<file path="config.mk">
export PLATFORM = sky130hd
export DESIGN_NAME = tfr_regs
export DESIGN_NICKNAME = d
export VERILOG_FILES = /design/src/design/tfr_pkg.sv /design/src/design/tfr_sync.sv /design/src/design/tfr_hold.sv /design/src/design/tfr_regs.sv
export SDC_FILE = /design/constraint.sdc
export NUM_CORES = 1
export LEC_CHECK = 0
export ABC_AREA = 1
export BUFFER_PORTS_ARGS = -buffer_cell sky130_fd_sc_hd__buf_2
export CAP_MARGIN = 20
export CORE_MARGIN = 8
export CORE_UTILIZATION = 50
export CTS_BUF_LIST = sky130_fd_sc_hd__clkbuf_2
export CTS_CLUSTER_DIAMETER = 40
export DETAILED_ROUTE_END_ITERATION = 8
export PLACE_DENSITY_LB_ADDON = 0.12
export SLEW_MARGIN = 10
export SYNTH_ARGS = -nofsm -noshare
export SYNTH_HDL_FRONTEND = slang
export SYNTH_SLANG_ARGS = --single-unit
</file>
<file path="constraint.sdc">
create_clock -name mclk -period 4.4 [get_ports mclk]
set_clock_uncertainty 0.15 [all_clocks]
set_input_delay 0.66 -clock mclk [delete_from_list [all_inputs] [get_ports mclk]]
set_output_delay 0.66 -clock mclk [all_outputs]
set_load 0.01 [all_outputs]
</file>
<file path="src/design/tfr_pkg.sv">
// Purpose: shared constants of the temperature and fan reading register bank
// Assumes: byte-wide registers addressed by an 8-bit pointer on the serial management bus
// Notes: limits hold the upper eight bits of an 11-bit two's complement value
package tfr_pkg;

	// register pointers
	localparam logic [7:0] TFR_TEMP_LOW_BITS = 8'h06;
	localparam logic [7:0] TFR_FAN_PERIOD_LOW = 8'h08;
	localparam logic [7:0] TFR_FAN_PERIOD_HIGH = 8'h09;
	localparam logic [7:0] TFR_LOCAL_TEMP_HIGH = 8'h0A;
	localparam logic [7:0] TFR_REMOTE_TEMP_HIGH = 8'h0B;
	localparam logic [7:0] TFR_LOCAL_UPPER_BOUND = 8'h14;
	localparam logic [7:0] TFR_LOCAL_LOWER_BOUND = 8'h15;
	localparam logic [7:0] TFR_LOCAL_OVERHEAT = 8'h16;
	localparam logic [7:0] TFR_REMOTE_UPPER_BOUND = 8'h18;
	localparam logic [7:0] TFR_REMOTE_LOWER_BOUND = 8'h19;
	localparam logic [7:0] TFR_REMOTE_OVERHEAT = 8'h1A;
	localparam logic [7:0] TFR_LOCAL_CRITICAL = 8'h1B;
	localparam logic [7:0] TFR_PASSIVE_COOLING = 8'h1C;
	localparam logic [7:0] TFR_REMOTE_CRITICAL = 8'h1D;
	localparam logic [7:0] TFR_TARGET_PERIOD_LOW = 8'h1E;
	localparam logic [7:0] TFR_TARGET_PERIOD_HIGH = 8'h1F;

	// reset values
	localparam logic [7:0] TFR_RST_TEMP_HIGH = 8'h80;
	localparam logic [2:0] TFR_RST_TEMP_LSBS = 3'h0;
	localparam logic [15:0] TFR_RST_FAN_PERIOD = 16'h0000;
	localparam logic [7:0] TFR_RST_LOCAL_UPPER = 8'h3C;
	localparam logic [7:0] TFR_RST_LOCAL_LOWER = 8'h00;
	localparam logic [7:0] TFR_RST_LOCAL_OVERHEAT = 8'h46;
	localparam logic [7:0] TFR_RST_LOCAL_CRITICAL = 8'h50;
	localparam logic [7:0] TFR_RST_REMOTE_UPPER = 8'h50;
	localparam logic [7:0] TFR_RST_REMOTE_LOWER = 8'h00;
	localparam logic [7:0] TFR_RST_REMOTE_OVERHEAT = 8'h64;
	localparam logic [7:0] TFR_RST_REMOTE_CRITICAL = 8'h69;
	localparam logic [5:0] TFR_RST_PASSIVE = 6'h00;
	localparam logic [7:0] TFR_RST_TARGET_BYTE = 8'hFF;
	localparam logic [7:0] TFR_RST_DUTY = 8'h00;
	localparam logic [7:0] TFR_UNMAPPED_READ = 8'h00;

	// field layout of the shared low temperature byte
	localparam int TFR_LOW_LOCAL_MSB = 7;
	localparam int TFR_LOW_LOCAL_LSB = 5;
	localparam int TFR_LOW_REMOTE_MSB = 2;
	localparam int TFR_LOW_REMOTE_LSB = 0;
	localparam logic [1:0] TFR_LOW_GAP = 2'h0;

	// temperature coding
	localparam int TFR_TEMP_BITS = 11;
	localparam int TFR_FRAC_BITS = 3;
	localparam int TFR_PASSIVE_BITS = 6;
	localparam logic [1:0] TFR_PASSIVE_TOP = 2'h0;

	// software speed loop dead band on the period difference
	localparam logic [15:0] TFR_SETTLE_WINDOW = 16'h000A;

	// serial bus framing
	localparam logic [3:0] TFR_BITS_PER_BYTE = 4'h8;
	localparam logic [3:0] TFR_ACK_DONE = 4'h9;

endpackage : tfr_pkg

</file>
<file path="src/design/tfr_sync.sv">
// Purpose: two-flop synchroniser for pins that come from outside the clock domain
// Assumes: pins idle high, so both stages reset to one
// Notes: only the second stage may be read by other logic
module tfr_sync #(
	parameter int W = 2
) (
	input wire logic mclk,
	input wire logic srst,
	input wire logic [W-1:0] pin,
	output logic [W-1:0] pin_sync
);

	logic [W-1:0] stage1;

	always_ff @(posedge mclk) begin
		if (srst) begin
			stage1 <= '1;
			pin_sync <= '1;
		end else begin
			stage1 <= pin;
			pin_sync <= stage1;
		end
	end

endmodule : tfr_sync

</file>
<file path="src/design/tfr_hold.sv">
// Purpose: reading holder that can be frozen against new results
// Assumes: new_valid is a one-cycle pulse from core logic on mclk
// Notes: a result that arrives while frozen waits and lands once freeze drops
module tfr_hold #(
	parameter int W = 16,
	parameter logic [W-1:0] RST = '0
) (
	input wire logic mclk,
	input wire logic srst,
	input wire logic freeze,
	input wire logic new_valid,
	input wire logic [W-1:0] new_data,
	output logic [W-1:0] data
);

	logic pending;
	logic [W-1:0] pend_data;

	always_ff @(posedge mclk) begin
		if (srst) begin
			pending <= 1'b0;
			pend_data <= RST;
		end else if (new_valid && freeze) begin
			pending <= 1'b1;
			pend_data <= new_data;
		end else if (!freeze) begin
			pending <= 1'b0;
		end
	end

	always_ff @(posedge mclk) begin
		if (srst) begin
			data <= RST;
		end else if (!freeze && new_valid) begin
			data <= new_data;
		end else if (!freeze && pending) begin
			data <= pend_data;
		end
	end

endmodule : tfr_hold

</file>
<file path="src/design/tfr_regs.sv">
// Purpose: register bank for temperature readings, limits and fan period, reached over the serial management bus
// Assumes: conversion and tachometer results arrive on mclk from core logic; scl and sda come from pins
// Notes: byte-data protocol, one register per transfer, no clock stretching
//
// How it works
// - low byte: local bits 2..0 in 7..5, zeros, remote bits 2..0 in 2..0
// - local high byte holds local reading bits 10..3, resets to 0x80
// - remote high byte holds remote reading bits 10..3, resets to 0x80
// - high byte alone gives whole degrees; with low bits gives eighth degrees
// - high temperature bytes read alone never freeze anything
// - reading the low byte freezes all temperature readings until remote high read
// - each limit is 11 bits with three zero LSBs, eight bits stored
// - local upper bound resets to 0x3C, local lower bound to zero
// - local overheat resets to 0x46, local critical to 0x50
// - remote upper 0x50, overheat 0x64, critical 0x69, lower zero at reset
// - passive cooling register keeps six bits in 5..0, rest read zero
// - automatic loop forces duty to zero at or below passive threshold
// - fan period is 16 bits over two bytes, reset zero
// - reading fan period low byte freezes high byte until both read
// - host writes target period in two bytes, both reset to 0xFF
// - software speed mode holds duty while period difference is at most 0x000A
module tfr_regs
	import tfr_pkg::*;
#(
	parameter logic [6:0] BUS_ADDR = 7'h2C // arbitrary default
) (
	input wire logic mclk,
	input wire logic srst,
	input wire logic scl_in,
	input wire logic sda_in,
	output logic sda_out,
	output logic sda_oe,
	input wire logic conv_valid,
	input wire logic [10:0] local_reading,
	input wire logic [10:0] remote_reading,
	input wire logic period_valid,
	input wire logic [15:0] period_count,
	input wire logic auto_temp_mode,
	input wire logic soft_speed_mode,
	input wire logic [10:0] active_temp,
	input wire logic duty_req_valid,
	input wire logic [7:0] duty_req,
	output logic [7:0] duty_cycle,
	output logic fan_stopped,
	output logic period_settled,
	output logic [7:0] local_upper_field,
	output logic [7:0] local_lower_field,
	output logic [7:0] local_overheat_field,
	output logic [7:0] local_critical_field,
	output logic [7:0] remote_upper_field,
	output logic [7:0] remote_lower_field,
	output logic [7:0] remote_overheat_field,
	output logic [7:0] remote_critical_field,
	output logic [5:0] passive_cooling_field,
	output logic [15:0] target_period
);

	typedef enum logic [2:0] {
		TFR_IDLE,
		TFR_ADDR,
		TFR_CMD,
		TFR_WRITE,
		TFR_READ,
		TFR_SKIP
	} tfr_phase_t;

	tfr_phase_t phase;
	logic [1:0] pins_sync;
	logic scl_q;
	logic sda_q;
	logic scl_d;
	logic sda_d;
	logic scl_rise;
	logic scl_fall;
	logic bus_start;
	logic bus_stop;
	logic [3:0] bit_cnt;
	logic [7:0] shift;
	logic [7:0] pointer;
	logic [7:0] rd_byte;
	logic rd_strobe;
	logic wr_strobe;
	logic [7:0] wr_byte;
	logic temp_freeze;
	logic fan_freeze;
	logic [21:0] temp_pair;
	logic [15:0] fan_period;
	logic [10:0] passive_limit;
	logic [15:0] period_diff;
	logic next_settled;

	// pin sampling
	tfr_sync #(
		.W(2)
	) u_sync (
		.mclk(mclk),
		.srst(srst),
		.pin({scl_in, sda_in}),
		.pin_sync(pins_sync)
	);

	assign scl_q = pins_sync[1];
	assign sda_q = pins_sync[0];

	always_ff @(posedge mclk) begin
		if (srst) begin
			scl_d <= 1'b1;
			sda_d <= 1'b1;
		end else begin
			scl_d <= scl_q;
			sda_d <= sda_q;
		end
	end

	assign scl_rise = scl_q && !scl_d;
	assign scl_fall = !scl_q && scl_d;
	assign bus_start = scl_q && scl_d && sda_d && !sda_q;
	assign bus_stop = scl_q && scl_d && !sda_d && sda_q;

	// bit counter: 0..7 data bits, 8 ack slot, 9 after ack
	always_ff @(posedge mclk) begin
		if (srst) begin
			bit_cnt <= '0;
		end else if (bus_start || bus_stop) begin
			bit_cnt <= '0;
		end else if (scl_rise && bit_cnt <= TFR_BITS_PER_BYTE) begin
			bit_cnt <= bit_cnt + 4'h1;
		end else if (scl_fall && bit_cnt == TFR_ACK_DONE) begin
			bit_cnt <= '0;
		end
	end

	// protocol phase
	always_ff @(posedge mclk) begin
		if (srst) begin
			phase <= TFR_IDLE;
		end else if (bus_start) begin
			phase <= TFR_ADDR;
		end else if (bus_stop) begin
			phase <= TFR_IDLE;
		end else if (scl_rise && bit_cnt == TFR_BITS_PER_BYTE && phase == TFR_READ && sda_q) begin
			phase <= TFR_SKIP;
		end else if (scl_fall && bit_cnt == TFR_BITS_PER_BYTE) begin
			unique case (phase)
				TFR_ADDR: begin
					if (shift[7:1] != BUS_ADDR) begin
						phase <= TFR_SKIP;
					end else if (shift[0]) begin
						phase <= TFR_READ;
					end else begin
						phase <= TFR_CMD;
					end
				end
				TFR_CMD: phase <= TFR_WRITE;
				TFR_IDLE, TFR_WRITE, TFR_READ, TFR_SKIP: phase <= phase;
			endcase
		end
	end

	// shift register: samples on rise while receiving, shifts out on fall while sending
	always_ff @(posedge mclk) begin
		if (srst) begin
			shift <= '0;
		end else if (scl_rise && bit_cnt < TFR_BITS_PER_BYTE && phase != TFR_READ) begin
			shift <= {shift[6:0], sda_q};
		end else if (rd_strobe) begin
			shift <= {rd_byte[6:0], 1'b0};
		end else if (scl_fall && phase == TFR_READ && bit_cnt != '0 && bit_cnt < TFR_BITS_PER_BYTE) begin
			shift <= {shift[6:0], 1'b0};
		end
	end

	// one read strobe per data byte sent, at the start of its first bit
	assign rd_strobe = scl_fall && bit_cnt == TFR_ACK_DONE && phase == TFR_READ;
	assign wr_strobe = scl_fall && bit_cnt == TFR_BITS_PER_BYTE && phase == TFR_WRITE;
	assign wr_byte = shift;

	always_ff @(posedge mclk) begin
		if (srst) begin
			pointer <= '0;
		end else if (scl_fall && bit_cnt == TFR_BITS_PER_BYTE && phase == TFR_CMD) begin
			pointer <= shift;
		end
	end

	// data line drive: ack after our address and written bytes, data while reading
	always_ff @(posedge mclk) begin
		if (srst) begin
			sda_out <= 1'b1;
			sda_oe <= 1'b0;
		end else if (bus_start || bus_stop) begin
			sda_out <= 1'b1;
			sda_oe <= 1'b0;
		end else if (scl_fall && bit_cnt == TFR_BITS_PER_BYTE) begin
			if ((phase == TFR_ADDR && shift[7:1] == BUS_ADDR) || phase == TFR_CMD || phase == TFR_WRITE) begin
				sda_out <= 1'b0;
				sda_oe <= 1'b1;
			end else begin
				sda_out <= 1'b1;
				sda_oe <= 1'b0;
			end
		end else if (rd_strobe) begin
			sda_out <= rd_byte[7];
			sda_oe <= !rd_byte[7];
		end else if (scl_fall && phase == TFR_READ && bit_cnt != '0 && bit_cnt < TFR_BITS_PER_BYTE) begin
			sda_out <= shift[7];
			sda_oe <= !shift[7];
		end else if (scl_fall) begin
			sda_out <= 1'b1;
			sda_oe <= 1'b0;
		end
	end

	// freeze control; a set in the same cycle as a release wins
	always_ff @(posedge mclk) begin
		if (srst) begin
			temp_freeze <= 1'b0;
		end else if (rd_strobe && pointer == TFR_TEMP_LOW_BITS) begin
			temp_freeze <= 1'b1;
		end else if (rd_strobe && pointer == TFR_REMOTE_TEMP_HIGH) begin
			temp_freeze <= 1'b0;
		end
	end

	always_ff @(posedge mclk) begin
		if (srst) begin
			fan_freeze <= 1'b0;
		end else if (rd_strobe && pointer == TFR_FAN_PERIOD_LOW) begin
			fan_freeze <= 1'b1;
		end else if (rd_strobe && pointer == TFR_FAN_PERIOD_HIGH) begin
			fan_freeze <= 1'b0;
		end
	end

	// newest readings, held while frozen and caught up afterwards
	tfr_hold #(
		.W(2 * TFR_TEMP_BITS),
		.RST({TFR_RST_TEMP_HIGH, TFR_RST_TEMP_LSBS, TFR_RST_TEMP_HIGH, TFR_RST_TEMP_LSBS})
	) u_temp_hold (
		.mclk(mclk),
		.srst(srst),
		.freeze(temp_freeze),
		.new_valid(conv_valid),
		.new_data({local_reading, remote_reading}),
		.data(temp_pair)
	);

	tfr_hold #(
		.W(16),
		.RST(TFR_RST_FAN_PERIOD)
	) u_fan_hold (
		.mclk(mclk),
		.srst(srst),
		.freeze(fan_freeze),
		.new_valid(period_valid),
		.new_data(period_count),
		.data(fan_period)
	);

	// read mux
	always_comb begin
		rd_byte = TFR_UNMAPPED_READ;
		unique case (pointer)
			TFR_TEMP_LOW_BITS: rd_byte = {temp_pair[13:11], TFR_LOW_GAP, temp_pair[2:0]};
			TFR_FAN_PERIOD_LOW: rd_byte = fan_period[7:0];
			TFR_FAN_PERIOD_HIGH: rd_byte = fan_period[15:8];
			TFR_LOCAL_TEMP_HIGH: rd_byte = temp_pair[21:14];
			TFR_REMOTE_TEMP_HIGH: rd_byte = temp_pair[10:3];
			TFR_LOCAL_UPPER_BOUND: rd_byte = local_upper_field;
			TFR_LOCAL_LOWER_BOUND: rd_byte = local_lower_field;
			TFR_LOCAL_OVERHEAT: rd_byte = local_overheat_field;
			TFR_REMOTE_UPPER_BOUND: rd_byte = remote_upper_field;
			TFR_REMOTE_LOWER_BOUND: rd_byte = remote_lower_field;
			TFR_REMOTE_OVERHEAT: rd_byte = remote_overheat_field;
			TFR_LOCAL_CRITICAL: rd_byte = local_critical_field;
			TFR_PASSIVE_COOLING: rd_byte = {TFR_PASSIVE_TOP, passive_cooling_field};
			TFR_REMOTE_CRITICAL: rd_byte = remote_critical_field;
			TFR_TARGET_PERIOD_LOW: rd_byte = target_period[7:0];
			TFR_TARGET_PERIOD_HIGH: rd_byte = target_period[15:8];
			default: rd_byte = TFR_UNMAPPED_READ;
		endcase
	end

	// limit registers: upper eight bits of 11-bit values
	always_ff @(posedge mclk) begin
		if (srst) begin
			local_upper_field <= TFR_RST_LOCAL_UPPER;
			local_lower_field <= TFR_RST_LOCAL_LOWER;
			local_overheat_field <= TFR_RST_LOCAL_OVERHEAT;
			local_critical_field <= TFR_RST_LOCAL_CRITICAL;
			remote_upper_field <= TFR_RST_REMOTE_UPPER;
			remote_lower_field <= TFR_RST_REMOTE_LOWER;
			remote_overheat_field <= TFR_RST_REMOTE_OVERHEAT;
			remote_critical_field <= TFR_RST_REMOTE_CRITICAL;
		end else if (wr_strobe) begin
			unique case (pointer)
				TFR_LOCAL_UPPER_BOUND: local_upper_field <= wr_byte;
				TFR_LOCAL_LOWER_BOUND: local_lower_field <= wr_byte;
				TFR_LOCAL_OVERHEAT: local_overheat_field <= wr_byte;
				TFR_LOCAL_CRITICAL: local_critical_field <= wr_byte;
				TFR_REMOTE_UPPER_BOUND: remote_upper_field <= wr_byte;
				TFR_REMOTE_LOWER_BOUND: remote_lower_field <= wr_byte;
				TFR_REMOTE_OVERHEAT: remote_overheat_field <= wr_byte;
				TFR_REMOTE_CRITICAL: remote_critical_field <= wr_byte;
				default: local_upper_field <= local_upper_field;
			endcase
		end
	end

	always_ff @(posedge mclk) begin
		if (srst) begin
			passive_cooling_field <= TFR_RST_PASSIVE;
		end else if (wr_strobe && pointer == TFR_PASSIVE_COOLING) begin
			passive_cooling_field <= wr_byte[TFR_PASSIVE_BITS-1:0];
		end
	end

	always_ff @(posedge mclk) begin
		if (srst) begin
			target_period <= {TFR_RST_TARGET_BYTE, TFR_RST_TARGET_BYTE};
		end else if (wr_strobe && pointer == TFR_TARGET_PERIOD_LOW) begin
			target_period[7:0] <= wr_byte;
		end else if (wr_strobe && pointer == TFR_TARGET_PERIOD_HIGH) begin
			target_period[15:8] <= wr_byte;
		end
	end

	// passive threshold as a positive 11-bit value: weights 8..3 only
	assign passive_limit = {TFR_PASSIVE_TOP, passive_cooling_field, TFR_LOW_GAP, 1'b0};

	// period difference against target, on the held fan_period reading
	assign period_diff = (fan_period >= target_period) ? (fan_period - target_period) : (target_period - fan_period);
	assign next_settled = period_diff <= TFR_SETTLE_WINDOW;

	always_ff @(posedge mclk) begin
		if (srst) begin
			period_settled <= 1'b0;
		end else begin
			period_settled <= next_settled;
		end
	end

	// duty cycle handed to the fan driver
	always_ff @(posedge mclk) begin
		if (srst) begin
			duty_cycle <= TFR_RST_DUTY;
			fan_stopped <= 1'b0;
		end else if (auto_temp_mode && $signed(active_temp) <= $signed(passive_limit)) begin
			duty_cycle <= TFR_RST_DUTY;
			fan_stopped <= 1'b1;
		end else if (duty_req_valid && !(soft_speed_mode && next_settled)) begin
			duty_cycle <= duty_req;
			fan_stopped <= 1'b0;
		end else begin
			fan_stopped <= 1'b0;
		end
	end

endmodule : tfr_regs

</file>
======== After elaboration in Yosys (flattened, before gate mapping) ========
Cells that the tools add are included.
storage, ports and cells
  output and inout bits ................... 98
  input port bits ......................... 66
  word-level logic and storage cells ...... 189
  register bits after elaboration ......... 207
operators by class
  reduce and logical (&&, ||, !) cells .... 78
  add/subtract/negate cells ............... 3
  eq/ne operators ......................... 30
  magnitude comparators ................... 5
  bitwise logic cells ..................... 2
  mux-type cells .......................... 37
operator list
  kind                                                                     count
  8-bit one-hot mux with 16 select lines                                   1
  8-bit by 5-bit == test with 1-bit output (second input constant)         11
  16-bit 2-to-1 mux                                                        3
  22-bit 2-to-1 mux                                                        2
  1-bit logical AND                                                        38
  8-bit by 4-bit == test with 1-bit output (second input constant)         4
  16-bit subtractor                                                        2
  8-bit 2-to-1 mux                                                         3
  2-bit AND reduction                                                      12
  1-bit 2-to-1 mux                                                         21
  16-bit greater-or-equal comparator                                       1
  16-bit by 4-bit <= comparator with 1-bit output (second input constant)  1
  3-bit 2-to-1 mux                                                         4
  2-bit nonzero test                                                       6
  4-bit nonzero test                                                       3
  11-bit by 10-bit <= comparator with 1-bit output                         1
  1-bit zero test                                                          9
  4-bit == test (second input constant)                                    2
  8-bit by 3-bit == test with 1-bit output (second input constant)         1
  4-bit 2-to-1 mux                                                         2
  4-bit OR reduction                                                       2
  7-bit by 6-bit == test with 1-bit output (second input constant)         1
  7-bit by 6-bit != test with 1-bit output (second input constant)         1
  3-bit by 2-bit == test with 1-bit output (second input constant)         2
  other kinds (16)                                                         22

======== Logic depth before layout (Yosys ltp) ========
Gate-level depths: netlist of run 1.
  word-level depth ........................ 8
  gate-level depth with buffers ........... 24
  depth with buffers taken out ............ 22

======== Modules after synthesis ========
A second synthesis of run 1 with hierarchy kept.
second synthesis, totals
  cell total of the unflattened synthesis .. 1754
  area, all modules ....................... 11533.6 um2
modules (own cells, without submodules)
  module                   seq. area each (um2)  instances  cells each  area an instance (um2)
  tfr_regs                 2502.4                1          1207        7845.0
  tfr_hold at u_temp_hold  900.9                 1          306         2072.0
  tfr_hold at u_fan_hold   660.6                 1          228         1500.2
  tfr_sync                 80.1                  1          13          116.4

======== Worst setup path before layout of run 1 ========
OpenSTA, ideal clock, no wires.
  kind .................................... register to register
  start ................................... register target_period[0]
  end ..................................... register duty_cycle[5]
  data required time ...................... 4.136 ns
  setup time .............................. 0.114 ns
  path slack .............................. 1.764 ns
  stages on the path, launching flop included .. 21
  arrival ................................. 2.372 ns
  buffers on the path ..................... 1
  period minus slack after synthesis ...... 2.636 ns
  cell sequence ........................... dfxtp_1 > inv_1 > ha_1 > fa_1 > inv_1 > nand2_1 > nand2_1 > nand2_1 > nand2_1 > nand2_1 > nand3_1 > nand2_1 > nand2_1 > nand2_1 > nor3_2 > nand3_2 > nand2_4 > buf_6 > nand2_1 > nand2_1 > nor2_2
between the ends
  longest elaborated chain between the ends .. 6
  elaborated cells between the ends (all ways) .. 8
  those cells by class .................... add/sub: 2; order compare: 2; mux: 1; reduce/logical: 3
ends and longest elaborated chain
  item                                                                            RTL line         source
  start, declared                                                                 tfr_regs.sv:55   output logic [15:0] target_period
  start signal, assigned                                                          tfr_regs.sv:320  target_period <= {TFR_RST_TARGET_BYTE, TFR_RST_TARGET_BYTE};
  start signal, assigned                                                          tfr_regs.sv:322  target_period[7:0] <= wr_byte;
  16-bit subtractor / 16-bit greater-or-equal comparator (equally long branches)  tfr_regs.sv:332  assign period_diff = (fan_period >= target_period) ? (fan_period - target_period) : (target_period - fan_perio ...
  16-bit 2-to-1 mux (*)                                                           tfr_regs.sv:332
  16-bit by 4-bit <= comparator with 1-bit output (*)                             tfr_regs.sv:333  assign next_settled = period_diff <= TFR_SETTLE_WINDOW;
  1-bit logical AND (*)                                                           tfr_regs.sv:351  end else if (duty_req_valid && !(soft_speed_mode && next_settled)) begin
  1-bit zero test (*)                                                             tfr_regs.sv:351
  1-bit logical AND (*)                                                           tfr_regs.sv:351
  end signal, assigned                                                            tfr_regs.sv:352  duty_cycle <= duty_req;
  end, declared                                                                   tfr_regs.sv:43   output logic [7:0] duty_cycle,
Every way passes the cells marked *; elsewhere a longest branch is shown, timed or not.
A chain may end at the register's enable or synchronous reset.

======== Worst setup path in the final report of run 1 ========
  start ................................... register u_fan_hold.data[0]
  end ..................................... register duty_cycle[0]
between the ends
  longest elaborated chain between the ends .. 6
  elaborated cells between the ends (all ways) .. 8
  those cells by class .................... add/sub: 2; order compare: 2; mux: 1; reduce/logical: 3
ends and longest elaborated chain
  item                                                                            RTL line         source
  start, declared                                                                 tfr_hold.sv:13   output logic [W-1:0] data
  start signal, assigned                                                          tfr_hold.sv:35   data <= new_data;
  start signal, assigned                                                          tfr_hold.sv:37   data <= pend_data;
  16-bit subtractor / 16-bit greater-or-equal comparator (equally long branches)  tfr_regs.sv:332
  16-bit 2-to-1 mux (*)                                                           tfr_regs.sv:332
  16-bit by 4-bit <= comparator with 1-bit output (*)                             tfr_regs.sv:333
  1-bit logical AND (*)                                                           tfr_regs.sv:351
  1-bit zero test (*)                                                             tfr_regs.sv:351
  1-bit logical AND (*)                                                           tfr_regs.sv:351
Marked as above.

==> PnR_summary.wiki, run 1 <==
{| class="wikitable"
! Metric !! Value
|-
| Clock network latency to the later pin of the worst-skew pair || 820 ps
|-
| Antenna viol nets, final || 0
|-
| Floorplan row count || 54
|-
| Outcome || finished, final reports clean
|-
| Setup total negative slack || 0 ps
|-
| Overall die height || 164 µm
|-
| Launch point of the worst hold path || period_count[15]
|-
| CTS H-tree depth || 2
|-
| Commonest non-fill, non-tap cell in the layout || nand2_1
|-
| Slew at the pin closest to its max-slew limit || 1020 ps
|-
| DRC violation count after routing || 0
|-
| Data required time at the worst endpoint || 4890 ps
|-
| Most frequent cells in the layout || nand2_1 (360), dfxtp_1 (207), inv_1 (204), a21oi_1 (204), o21ai_0 (193)
|-
| Number of global-route vias before repair || 11200
|-
| Post-synthesis register bit count || 207
|-
| Upper clock frequency limit || 319 MHz
|-
| Routability cong. || 0.976
|-
| Clock tree sinks || 207
|-
| Unrepaired setup endpoints after global routing || no
|-
| Crit Path Category || reg -> reg
|-
| Final layout net count || 1961
|-
| Full die area || 0.0270 mm²
|-
| Synthesized area || 0.0110 mm²
|-
| Count of max-cap constraint violations || 0
|-
| Design area || 0.0129 mm²
|-
| Global routing met1 resource utilization || 34.6%
|-
| Min-Delay Path Class || in -> reg
|-
| Total length of routed wires || 37600 µm
|-
| Gate count after technology mapping || 1643
|-
| Sequential area share after synthesis || 37.7%
|-
| Post-DP HPWL || 27200 µm
|-
| Critical Path Most Common Cell || nand2_1
|-
| Layout cells sized above 1 || 15.4%
|-
| Fraction of met2 tracks used by global routing || 45.0%
|-
| TritonCTS clock tree || built
|-
| Worst setup slack after placement || 1320 ps
|-
| Critical path peak fanout || 16
|-
| Max-slew violation count || 0
|-
| Kind of launch point of the worst setup path || flip-flop
|-
| Detailed Routing Iterations Pass 1 || 5
|-
| Final critical-path required period || 3130 ps
|-
| Core ar. || 0.0217 mm²
|-
| Hold Vio Cnt, Final || 0
|-
| Layout Area Growth over Synthesis || 17.4%
|-
| Leftover overflow at the end of global routing || 0
|-
| Worst Slack Setup Final || 1270 ps
|-
| Worst VDD drop || 177 µV
|-
| Initial Utilization || 50.7%
|-
| Global-route wire length before repair || 59000 µm
|-
| Largest net degree at the start of global routing || 87
|-
| Final cycle utilization of the critical path || 71.2%
|-
| Distinct cells, synth || 47
|-
| Setup-failing EPs final || 0
|-
| Critical Path Max Stage Delay || 450 ps
|-
| Root buffer cell || clkbuf_2
|-
| Number of CTS-inserted buffers || 53
|-
| Net count of the mapped netlist || 1751
|-
| Warnings from Yosys || 0
|-
| Vias after detailed routing || 11800
|-
| I/O pin count || 164
|-
| Cell area after placement || 0.0120 mm²
|-
| Cells along the critical path || inv_1, ha_1, fa_1, inv_1, nand2_2, nand2_2, nand2_2, nand3_2, nand2_4, nand2_8, inv_4, nand2_1, nand2_1, inv_1, nand2_1, nor3_2, nand3_2, nand2_4, nand2_1, nand2_1, nor2_1
|-
| Fill count || 2145
|-
| Worst-path cell with the longest stage delay || dfxtp_1
|-
| Die outline width || 164 µm
|-
| Register clock-pin slew on the reported worst setup and hold paths || 100 ps
|-
| Post-synthesis area per instance || 6.69 µm²
|-
| Max Buffers Root-to-Sink || 3
|-
| Crit path from || u_fan_hold.data[0]
|-
| Busiest metal layer after global routing || met2
|-
| Count of buffers inserted at the top-level ports || 163
|-
| Leakage power of the design || 6.08 nW
|-
| GR Util met3 || 4.59%
|-
| DR WL/cell || 17.4 µm
|-
| CP Capture Type || flip-flop
|-
| Power per Cell Area || 271 mW/mm²
|-
| Global Route Usage Sum || 27.2%
|-
| Antenna violations before repair || 1
|-
| Detail-routed via count per cell || 5.45
|-
| Max-slew headroom at the worst pin || 31.5%
|-
| Reg2Reg Launch Point || u_fan_hold.data[0]
|-
| DRC violation total after the first TritonRoute iteration || 984
|-
| Arrival time of the worst setup path || 3620 ps
|}
==> metrics by stage <==
step	hold slack (ps)	total power, mW	util (%)	std cells
6_report	58.6	3.49	59.5	2162
3_3_place_gp	243	2.26	55.1	2026
3_5_place_dp	243	2.26	55.2	2027
2_1_floorplan	239	2.15	-	1643
5_1_grt	37.8	3.65	59.5	2162
4_1_cts	6.60	3.51	59.4	2160
==> power by group <==
group / switching (mW) / internal [mW]
clock network: 0.773 / 0.458
registers: 0.0315 / 1.90
logic: 0.196 / 0.132
total: 1.00 / 2.49
==> per-layer routing <==
layer / routed length [µm] / up-vias
met5: 0 / -
met4: 1340 / 0
met3: 2390 / 98
met2: 17800 / 443
met1: 16100 / 5420
li1: - / 5832
==> worst max-delay path: cells and delay by family (launching register included) <==
family | cells | cell delay [ps]
adder cells (fa/ha/maj) | 2 | 630
buffers and inverters | 4 | 350
flip-flops | 1 | 450
AND/OR/NAND/NOR | 15 | 1370
==> flip-flops by register name (all words and copies together), names as in the netlist, 2 cells and up <==
register               flops
bit_cnt                    4
remote_upper_field         8
u_fan_hold.pend_data      16
passive_cooling_field      6
local_upper_field          8
u_temp_hold.data          22
u_sync.pin_sync            2
u_sync.stage1              2
local_critical_field       8
local_lower_field          8
shift                      8
target_period             16
remote_overheat_field      8
pointer                    8
u_fan_hold.data           16
remote_critical_field      8
phase                      3
local_overheat_field       8
u_temp_hold.pend_data     22
remote_lower_field         8
duty_cycle                 8
==> area by class of cell <==
class	count	area [µm²]	share of cell area, %
diodes	1	2.50	0.0194
inverters	213	802	6.22
flip-flops and latches	207	4140	32.1
repair buffers	221	1420	11.0
clock buffers	77	385	2.99
well taps	280	350	2.72
multi-input cells	1157	5770	44.7
clock inverters	6	28.8	0.223
==> Yosys cell counts (all sizes together) <==
master   instances  area, µm²
a221oi           5       43.8
and2             1       8.76
xor2             1       8.76
nor3            19        100
o221ai           2       17.5
o2111ai          5       43.8
o211ai          13       97.6
buf             14       80.1
clkbuf          52        195
or2              4       25.0
o2bb2ai          2       17.5
o21bai           3       22.5
nand2          374       1460
nand4           23        144
nor4             3       18.8
clkinv           6       22.5
a22oi            2       15.0
nand3           65        335
o21a             2       15.0
a2111oi          1       8.76
fa               2       40.0
a211oi           5       37.5
o2111a           1       11.3
ha              40        500
o21ai          194        971
nor2           164        648
inv            207        780
o22ai           11       68.8
a31oi            8       50.1
a21oi          206       1050
o32ai            1       8.76
dfxtp          207       4140
==> repair_timing <==
action / in CTS / in global routing
hold buffers: 50 / 0
setup buffers: 0 / 0
hold endpoints to repair: 73 / 0
gates resized for setup: 0 / 0
==> cell families (layout without fill, tap and decap cells) <==
logic type / Yosys count / count (layout) / synth area share [%]
buffers and inverters: 279 / 517 / 9.80
xor gates and xnor gates: 1 / 1 / 0.0797
other: 0 / 1 / 0
and+or+nand+nor: 653 / 653 / 25.0
adders and majority gates: 42 / 42 / 4.92
AOI/OAI and AO/OA: 461 / 461 / 22.5
DFF: 207 / 207 / 37.7
==> worst paths after layout <==
kind | to | slack, ps | cells past startpoint
worst max-delay path | duty_cycle[0] | 1270 | 21
worst max register to register | duty_cycle[0] | 1270 | 21
worst min register to register | u_sync.pin_sync[1] | 280 | 1
worst min-delay path | u_fan_hold.pend_data[15] | 60 | 3
Power figures use the tool's default switching activity.
==> run 2, diff against run 1 <==
- clock period: 4.4 -> 3 ns (I/O delays scaled with it)
==> run 2 against run 1 <==
  * Non-clock buffer count increased by 50
  * Via count increased by 1.2%
  * Largest cell class unchanged
  * Critical path depth is 6 lower
  * Critical endpoint is now duty_cycle[2]
  * Design area increased by 5.2%
  * First-iteration DRC count up 2.0%
  * Highest routed layer unchanged
  * Utilization grew 3.1 points
  * Largest power group unchanged
  * Global-route usage is 0.23 points lower
  * Routed wire length hardly changed
  * Sequential cell count did not move
  * Combinational power rose by 60%
==> PnR_summary.wiki, run 2 (synthesized netlist as in run 1, its figures left out) <==
{| class="wikitable"
! Metric !! Value
|-
| Outcome || finished, final reports clean
|-
| Layout Area Growth over Synthesis || 23.5%
|-
| DRC violation count after routing || 0 (unchanged)
|-
| Hold Vio Cnt, Final || 0 (unchanged)
|-
| Unrepaired setup endpoints after global routing || yes
|-
| Most frequent cells in the layout || nand2_1 (352), inv_1 (199), a21oi_1 (198), dfxtp_1 (198), o21ai_0 (191)
|-
| Setup-failing EPs final || 0 (unchanged)
|-
| Detailed Routing Iterations Pass 1 || 7 (+2)
|-
| Overall die height || 164 µm (unchanged)
|-
| Count of max-cap constraint violations || 0 (unchanged)
|-
| Worst-path cell with the longest stage delay || dfxtp_1
|-
| CP Capture Type || flip-flop
|-
| Detail-routed via count per cell || 5.37 (-1.6%)
|-
| Die outline width || 164 µm (unchanged)
|-
| Full die area || 0.0270 mm² (unchanged)
|-
| Switching share of power || 28.8% (+0.14 points)
|-
| Fill count || 2045 (-4.7%)
|-
| Final critical-path required period || 2900 ps (-235 ps)
|-
| Largest registers || u_temp_hold.data x22, u_temp_hold.pend_data x22
|-
| R2R Setup Slk || 100 ps (-1160 ps)
|-
| Data required time at the worst endpoint || 3520 ps (-1370 ps)
|-
| Register clock-pin slew on the reported worst setup and hold paths || 90 ps (about the same)
|-
| R2R depth || 15 (-29%)
|-
| Crit Path Category || reg -> reg
|-
| Critical Path Most Common Cell || nand2_1
|-
| Clock network latency to the later pin of the worst-skew pair || 890 ps (+70 ps)
|-
| TritonCTS clock tree || built
|-
| Largest net degree at the start of global routing || 65 (-25%)
|-
| Area occupied by registers || 0.00416 mm² (+0.45%)
|-
| Critical Path Max Stage Delay || 450 ps (about the same)
|-
| Depth of the critical timing path with buffers and inverters included || 15 (-29%)
|-
| Slew at the pin closest to its max-slew limit || 866 ps (-159 ps)
|-
| Clock network fraction of design power || 37.5% (+2.2 points)
|-
| Upper clock frequency limit || 345 MHz (+8.1%)
|-
| Worst VDD drop || 274 µV (+54%)
|-
| Area of combinational cells with multiple inputs || 0.00596 mm² (+3.3%)
|-
| Antenna viol nets, final || 0 (unchanged)
|-
| Total length of routed wires || 37600 µm (about the same)
|-
| Setup total negative slack || 0 ps (unchanged)
|-
| Leftover overflow at the end of global routing || 0 (unchanged)
|-
| Max-slew violation count || 0 (unchanged)
|-
| Critical path peak fanout || 8 (-8)
|-
| Arrival time of the worst setup path || 3420 ps (-200 ps)
|-
| I/O pin count || 164 (unchanged)
|-
| Clock tree sinks || 207 (unchanged)
|-
| Routability cong. || 0.988 (+1.2%)
|-
| Initial Utilization || 50.7% (unchanged)
|-
| Layout cells sized above 1 || 19.8% (+4.5 points)
|-
| Relative contribution of combinational cells to total power || 9.8% (+0.4 points)
|-
| Crit path from || u_fan_hold.data[13]
|-
| Root buffer cell || clkbuf_2
|-
| Core ar. || 0.0217 mm² (unchanged)
|-
| Count of buffers inserted at the top-level ports || 163 (unchanged)
|-
| Final layout net count || 2015 (+2.8%)
|-
| Floorplan row count || 54 (unchanged)
|-
| Global-route wire length before repair || 58600 µm (-0.65%)
|-
| Number of global-route vias before repair || 11300 (+1.6%)
|-
| Antenna violations before repair || 1 (unchanged)
|-
| Endpoint of the most critical register-to-register path || duty_cycle[2]
|-
| Power per Cell Area || 396 mW/mm² (+46%)
|-
| Commonest non-fill, non-tap cell in the layout || nand2_1
|-
| DR WL/cell || 16.9 µm (-2.8%)
|-
| Global Route Usage Sum || 26.9% (-0.23 points)
|-
| Max-slew headroom at the worst pin || 42.1% (+11 points)
|-
| Kind of launch point of the worst setup path || flip-flop
|-
| Min-Delay Path Class || in -> reg
|-
| Cells along the critical path || ha_1, a21oi_2, o21ai_0, a21oi_4, nand2_8, inv_4, nand2_1, nand2_1, nand2_1, nor3_4, nand3_4, nand2_8, nand2_1, nand2_1, nor2_2
|-
| Reg2Reg Launch Point || u_fan_hold.data[13]
|-
| Vias after detailed routing || 11900 (+1.2%)
|-
| Final cycle utilization of the critical path || 96.6% (+25 points)
|-
| Part of the total power dissipated in sequential elements || 52.7% (-2.7 points)
|-
| Worst hold slack after final layout || 124 ps (+65.2 ps)
|-
| CTS H-tree depth || 2 (unchanged)
|-
| DRC violation total after the first TritonRoute iteration || 1004 (+2.0%)
|-
| Post-DP HPWL || 27100 µm (-0.36%)
|-
| Number of CTS-inserted buffers || 55 (+3.8%)
|-
| Leakage power of the design || 6.34 nW (+4.4%)
|-
| Net switching power || 1.55 mW (+55%)
|-
| Endpoint of the worst setup timing path || duty_cycle[2]
|-
| Buf/Inv on CP || 1 (-3)
|-
| Launch point of the worst hold path || active_temp[10]
|-
| Delay-heaviest family, CP || simple AND/OR/NAND/NOR gates
|-
| Max Buffers Root-to-Sink || 3 (unchanged)
|-
| Internal portion of total power || 3.82 mW (+53%)
|}
run 2: routing by layer:
metal | up-vias | GRT usage (%) | wire length, µm
met1 | 5392 | 34.4 | 16100
met4 | 0 | 11.9 | 1510
met5 | - | 0 | 0
met2 | 468 | 44.0 | 17500
li1 | 5972 | - | -
met3 | 108 | 4.59 | 2510
run 2: area by class of cell:
class,instances,area share (%)
timing repair buffer,271,13.3
clock inverter,10,0.544
inverter,213,5.95
multi-input combinational,1159,43.9
tap,280,2.58
antenna,1,0.0184
clock buffer,83,3.06
sequential,207,30.7
run 2: what timing repair did:
item                       in CTS  in global routing
gates resized for setup         3                 58
setup endpoints to repair       8                  8
pin swaps                       0                 23
hold endpoints to repair       91                  0
hold buffers                   59                  0
gates cloned                    0                  2
buffers inserted                0                  7
run 2: worst min-delay path, cell delays in order:
cell,delay [ps]
buf_2,70
o21bai_1,120
a21oi_1,220
nand2_1,110
nor2_1,30
run 2: how the worst min path moves through the flow:
stage                                    end  slack (ps)  cells after the start
after floorplan           u_sync.pin_sync[0]         240                      1
after global placement    u_sync.pin_sync[1]         240                      1
after detailed placement  u_sync.pin_sync[0]         250                      1
after CTS                      duty_cycle[7]          50                      5
after global routing           duty_cycle[7]         100                      5
final                          duty_cycle[4]         120                      5
run 2: power by group through the flow:
| stage | logic [mW] | registers, mW | clock network (mW) |
|---|---|---|---|
| after floorplan | 0.273 | 2.88 | 0 |
| after global placement | 0.431 | 2.89 | 0 |
| after detailed placement | 0.437 | 2.89 | 0 |
| after CTS | 0.499 | 2.83 | 2.04 |
| after global routing | 0.583 | 2.84 | 2.18 |
| final | 0.524 | 2.83 | 2.01 |
run 2: stage by stage:
step / instance area (µm²) / power, mW / instances / util, % / worst slack, ps
2_1_floorplan: 11000 / 3.15 / 1643 / - / 364
3_3_place_gp: 12200 / 3.33 / 2062 / 56.4 / 126
3_5_place_dp: 12200 / 3.33 / 2062 / 56.4 / 73.1
4_1_cts: 13300 / 5.37 / 2214 / 61.4 / 26.1
5_1_grt: 13600 / 5.60 / 2224 / 62.6 / -105
6_report: 13600 / 5.37 / 2224 / 62.6 / 101
==> run 3, diff against run 2 <==
- CELL_PAD_IN_SITES_DETAIL_PLACEMENT: not set -> 2
- CELL_PAD_IN_SITES_GLOBAL_PLACEMENT: not set -> 2
- CORE_UTILIZATION: 50 -> 32
- PLACE_DENSITY_LB_ADDON: 0.12 -> 0.15
==> run 3 against run 2 <==
  * Worst hold slack better by 27 ps
  * Highest routed layer unchanged
  * Critical path depth up 6
  * Sequential share of layout area down 0.92 points
  * Setup slack better by 1.6 ps
  * First-iteration DRC count down 49%
  * Critical endpoint is now duty_cycle[5]
  * Critical path type unchanged
  * Largest power group unchanged
==> PnR_summary.wiki, run 3 (synthesized netlist as in run 1, its figures left out) <==
{| class="wikitable"
! Metric !! Value
|-
| Commonest non-fill, non-tap cell in the layout || nand2_1
|-
| Most frequent cells in the layout || nand2_1 (340), a21oi_1 (199), dfxtp_1 (192)
|-
| Arrival time of the worst setup path || 3500 ps (+80 ps)
|-
| Largest registers || u_temp_hold.data x22, u_temp_hold.pend_data x22
|-
| CTS H-tree depth || 2 (unchanged)
|-
| Detail-routed via count per cell || 5.22 (-2.8%)
|-
| Post-Place Cells || 2247 (+9.0%)
|-
| Met3 wire length || 1710 µm (-32%)
|-
| Clock tree sinks || 207 (unchanged)
|-
| Highest layer used for signal routing || met4
|-
| Layout Area Growth over Synthesis || 27.6%
|-
| Full die area || 0.0405 mm² (+50%)
|-
| DR WL/cell || 21.3 µm (+26%)
|-
| Register clock-pin slew on the reported worst setup and hold paths || 120 ps (+30 ps)
|-
| Area of combinational cells with multiple inputs || 0.00612 mm² (+2.6%)
|-
| Layout cells sized above 1 || 22.3% (+2.4 points)
|-
| Area occupied by registers || 0.00417 mm² (+0.18%)
|-
| CP Capture Type || flip-flop
|-
| Final critical-path required period || 2900 ps (-1.63 ps)
|-
| Data required time at the worst endpoint || 3610 ps (+90 ps)
|-
| Min-Delay Path Class || in -> reg
|-
| Antenna viol nets, final || 0 (unchanged)
|-
| Upper clock frequency limit || 345 MHz (about the same)
|-
| Number of CTS-inserted buffers || 57 (+3.6%)
|-
| Slew at the pin closest to its max-slew limit || 944 ps (+78.6 ps)
|-
| Detailed Routing Iterations Pass 1 || 5 (-2)
|-
| Count of max-cap constraint violations || 0 (unchanged)
|-
| Antenna violations before repair || 1 (unchanged)
|-
| Finished Core Util || 41.0% (-22 points)
|-
| Final cycle utilization of the critical path || 96.6% (about the same)
|-
| Crit Path Category || reg -> reg
|-
| Count of placed standard cells in the final layout, fillers left out || 2415 (+8.6%)
|-
| R2R Setup Slk || 100 ps (about the same)
|-
| Max Buffers Root-to-Sink || 3 (unchanged)
|-
| Leftover overflow at the end of global routing || 0 (unchanged)
|-
| Max-slew headroom at the worst pin || 36.9% (-5.3 points)
|-
| Met1 wire length || 22200 µm (+38%)
|-
| Count of buffers inserted at the top-level ports || 163 (unchanged)
|-
| Routed met2 length || 25700 µm (+47%)
|-
| Worst Slack Setup Final || 103 ps (+1.63 ps)
|-
| Vias after detailed routing || 12600 (+5.6%)
|-
| Largest net degree at the start of global routing || 63 (-3.1%)
|-
| Post-DP HPWL || 37500 µm (+38%)
|-
| Worst VDD drop || 280 µV (+2.3%)
|-
| Design area || 0.0140 mm² (+3.3%)
|-
| Worst setup slack after placement || -170 ps (-243 ps)
|-
| Total length of routed wires || 51400 µm (+37%)
|-
| Critical path peak fanout || 8 (unchanged)
|-
| Power per Cell Area || 391 mW/mm² (-1.1%)
|-
| Number of global-route vias before repair || 13600 (+20%)
|-
| Setup-failing EPs final || 0 (unchanged)
|-
| Cell area after placement || 0.0125 mm² (+2.4%)
|-
| Initial Utilization || 32.1% (-19 points)
|-
| Final layout net count || 2026 (+0.55%)
|-
| Core ar. || 0.0342 mm² (+58%)
|-
| Max-slew violation count || 0 (unchanged)
|-
| Clock network latency to the later pin of the worst-skew pair || 920 ps (+30 ps)
|-
| Global Route Usage Sum || 23.9% (-3.1 points)
|-
| Unrepaired setup endpoints after global routing || yes
|-
| Routability cong. || 0.882 (-11%)
|-
| Kind of launch point of the worst setup path || flip-flop
|-
| Overall die height || 201 µm (+23%)
|-
| DRC violation total after the first TritonRoute iteration || 516 (-49%)
|-
| Root buffer cell || clkbuf_2
|-
| Die outline width || 201 µm (+23%)
|-
| DRC violation count after routing || 0 (unchanged)
|-
| Fill count || 4184 (+100%)
|-
| Power after layout || 5.48 mW (+2.1%)
|-
| Floorplan row count || 68 (+26%)
|-
| Hold Vio Cnt, Final || 0 (unchanged)
|-
| Leakage power of the design || 6.39 nW (+0.82%)
|-
| TritonCTS clock tree || built
|-
| Outcome || finished, final reports clean
|-
| Global-route wire length before repair || 77700 µm (+33%)
|-
| I/O pin count || 164 (unchanged)
|}
-- run 3: cell count changes in the layout (fill, tap and decap cells not counted), moves of 4 or more --
cell | previous run | this run
nand2_1 | 352 | 340
buf_4 | 47 | 59
inv_1 | 199 | 191
nor2_1 | 151 | 147
dfxtp_1 | 198 | 192
ha_1 | 28 | 24
nand2_2 | 18 | 31
dfxtp_2 | 6 | 12
inv_2 | 5 | 15
ha_2 | 7 | 3
ha_4 | 5 | 13
clkbuf_2 | 83 | 88
-- run 3: where the power goes --
group          internal (mW)  switching, mW  leakage (nW)
Combinational          0.231          0.356          4.32
Sequential              2.79         0.0470          1.68
Clock                  0.776           1.28         0.397
-- run 3: final cells by class --
class | instances | share of cell area (%)
Timing Repair Buffer | 280 | 13.3
Clock buffer | 88 | 3.14
Multi-Input combinational cell | 1159 | 43.6
Antenna cell | 1 | 0.0179
Clock inverter | 12 | 0.384
Tap cell | 455 | 4.06
Inverter | 213 | 5.74
Sequential cell | 207 | 29.7
-- run 3: path summary, 6_finish.rpt --
check | from | endpoint | cells after the start
worst min-delay path | active_temp[9] | duty_cycle[7] | 5
worst max register to register | u_fan_hold.data[0] | duty_cycle[5] | 21
worst min register to register | u_sync.stage1[1] | u_sync.pin_sync[1] | 1
worst max-delay path | u_fan_hold.data[0] | duty_cycle[5] | 21
-- run 3: per-layer routing --
layer / track usage [%] / vias up
met1: 28.5 / 6287
met3: 3.81 / 96
li1: - / 5993
met2: 42.6 / 228
met5: 0 / -
met4: 8.71 / 0
-- run 3: per-stage QoR --
step | setup TNS (ps) | hold slack [ps]
final | 0 | 151
after global routing | -321 | 117
after CTS | 0 | 44.4
after detailed placement | -1250 | 246
after global placement | -635 | 246
after floorplan | 0 | 239
-- run 3: critical path: stages, from the launching register on --
cell and delay [ps]:
dfxtp_4 370, inv_2 40, ha_4 160, fa_2 430
inv_2 100, nand2_2 70, nand2_2 90, nand2_2 70
nand3_2 90, nand2_4 100, nand2_8 100, inv_4 50
nand2_1 50, nand2_1 50, inv_1 60, nand2_2 60
nor3_4 230, nand3_4 170, nand2_8 130, nand2_2 60
nand2_2 70, nor2_2 60
-- run 3: timing repair --
action | CTS | global route
pin swaps | 3 | 17
hold endpoints to repair | 92 | 0
gates cloned | 1 | 1
buffers inserted | 0 | 9
setup endpoints to repair | 8 | 8
gates resized for setup | 19 | 89
hold buffers | 56 | 0
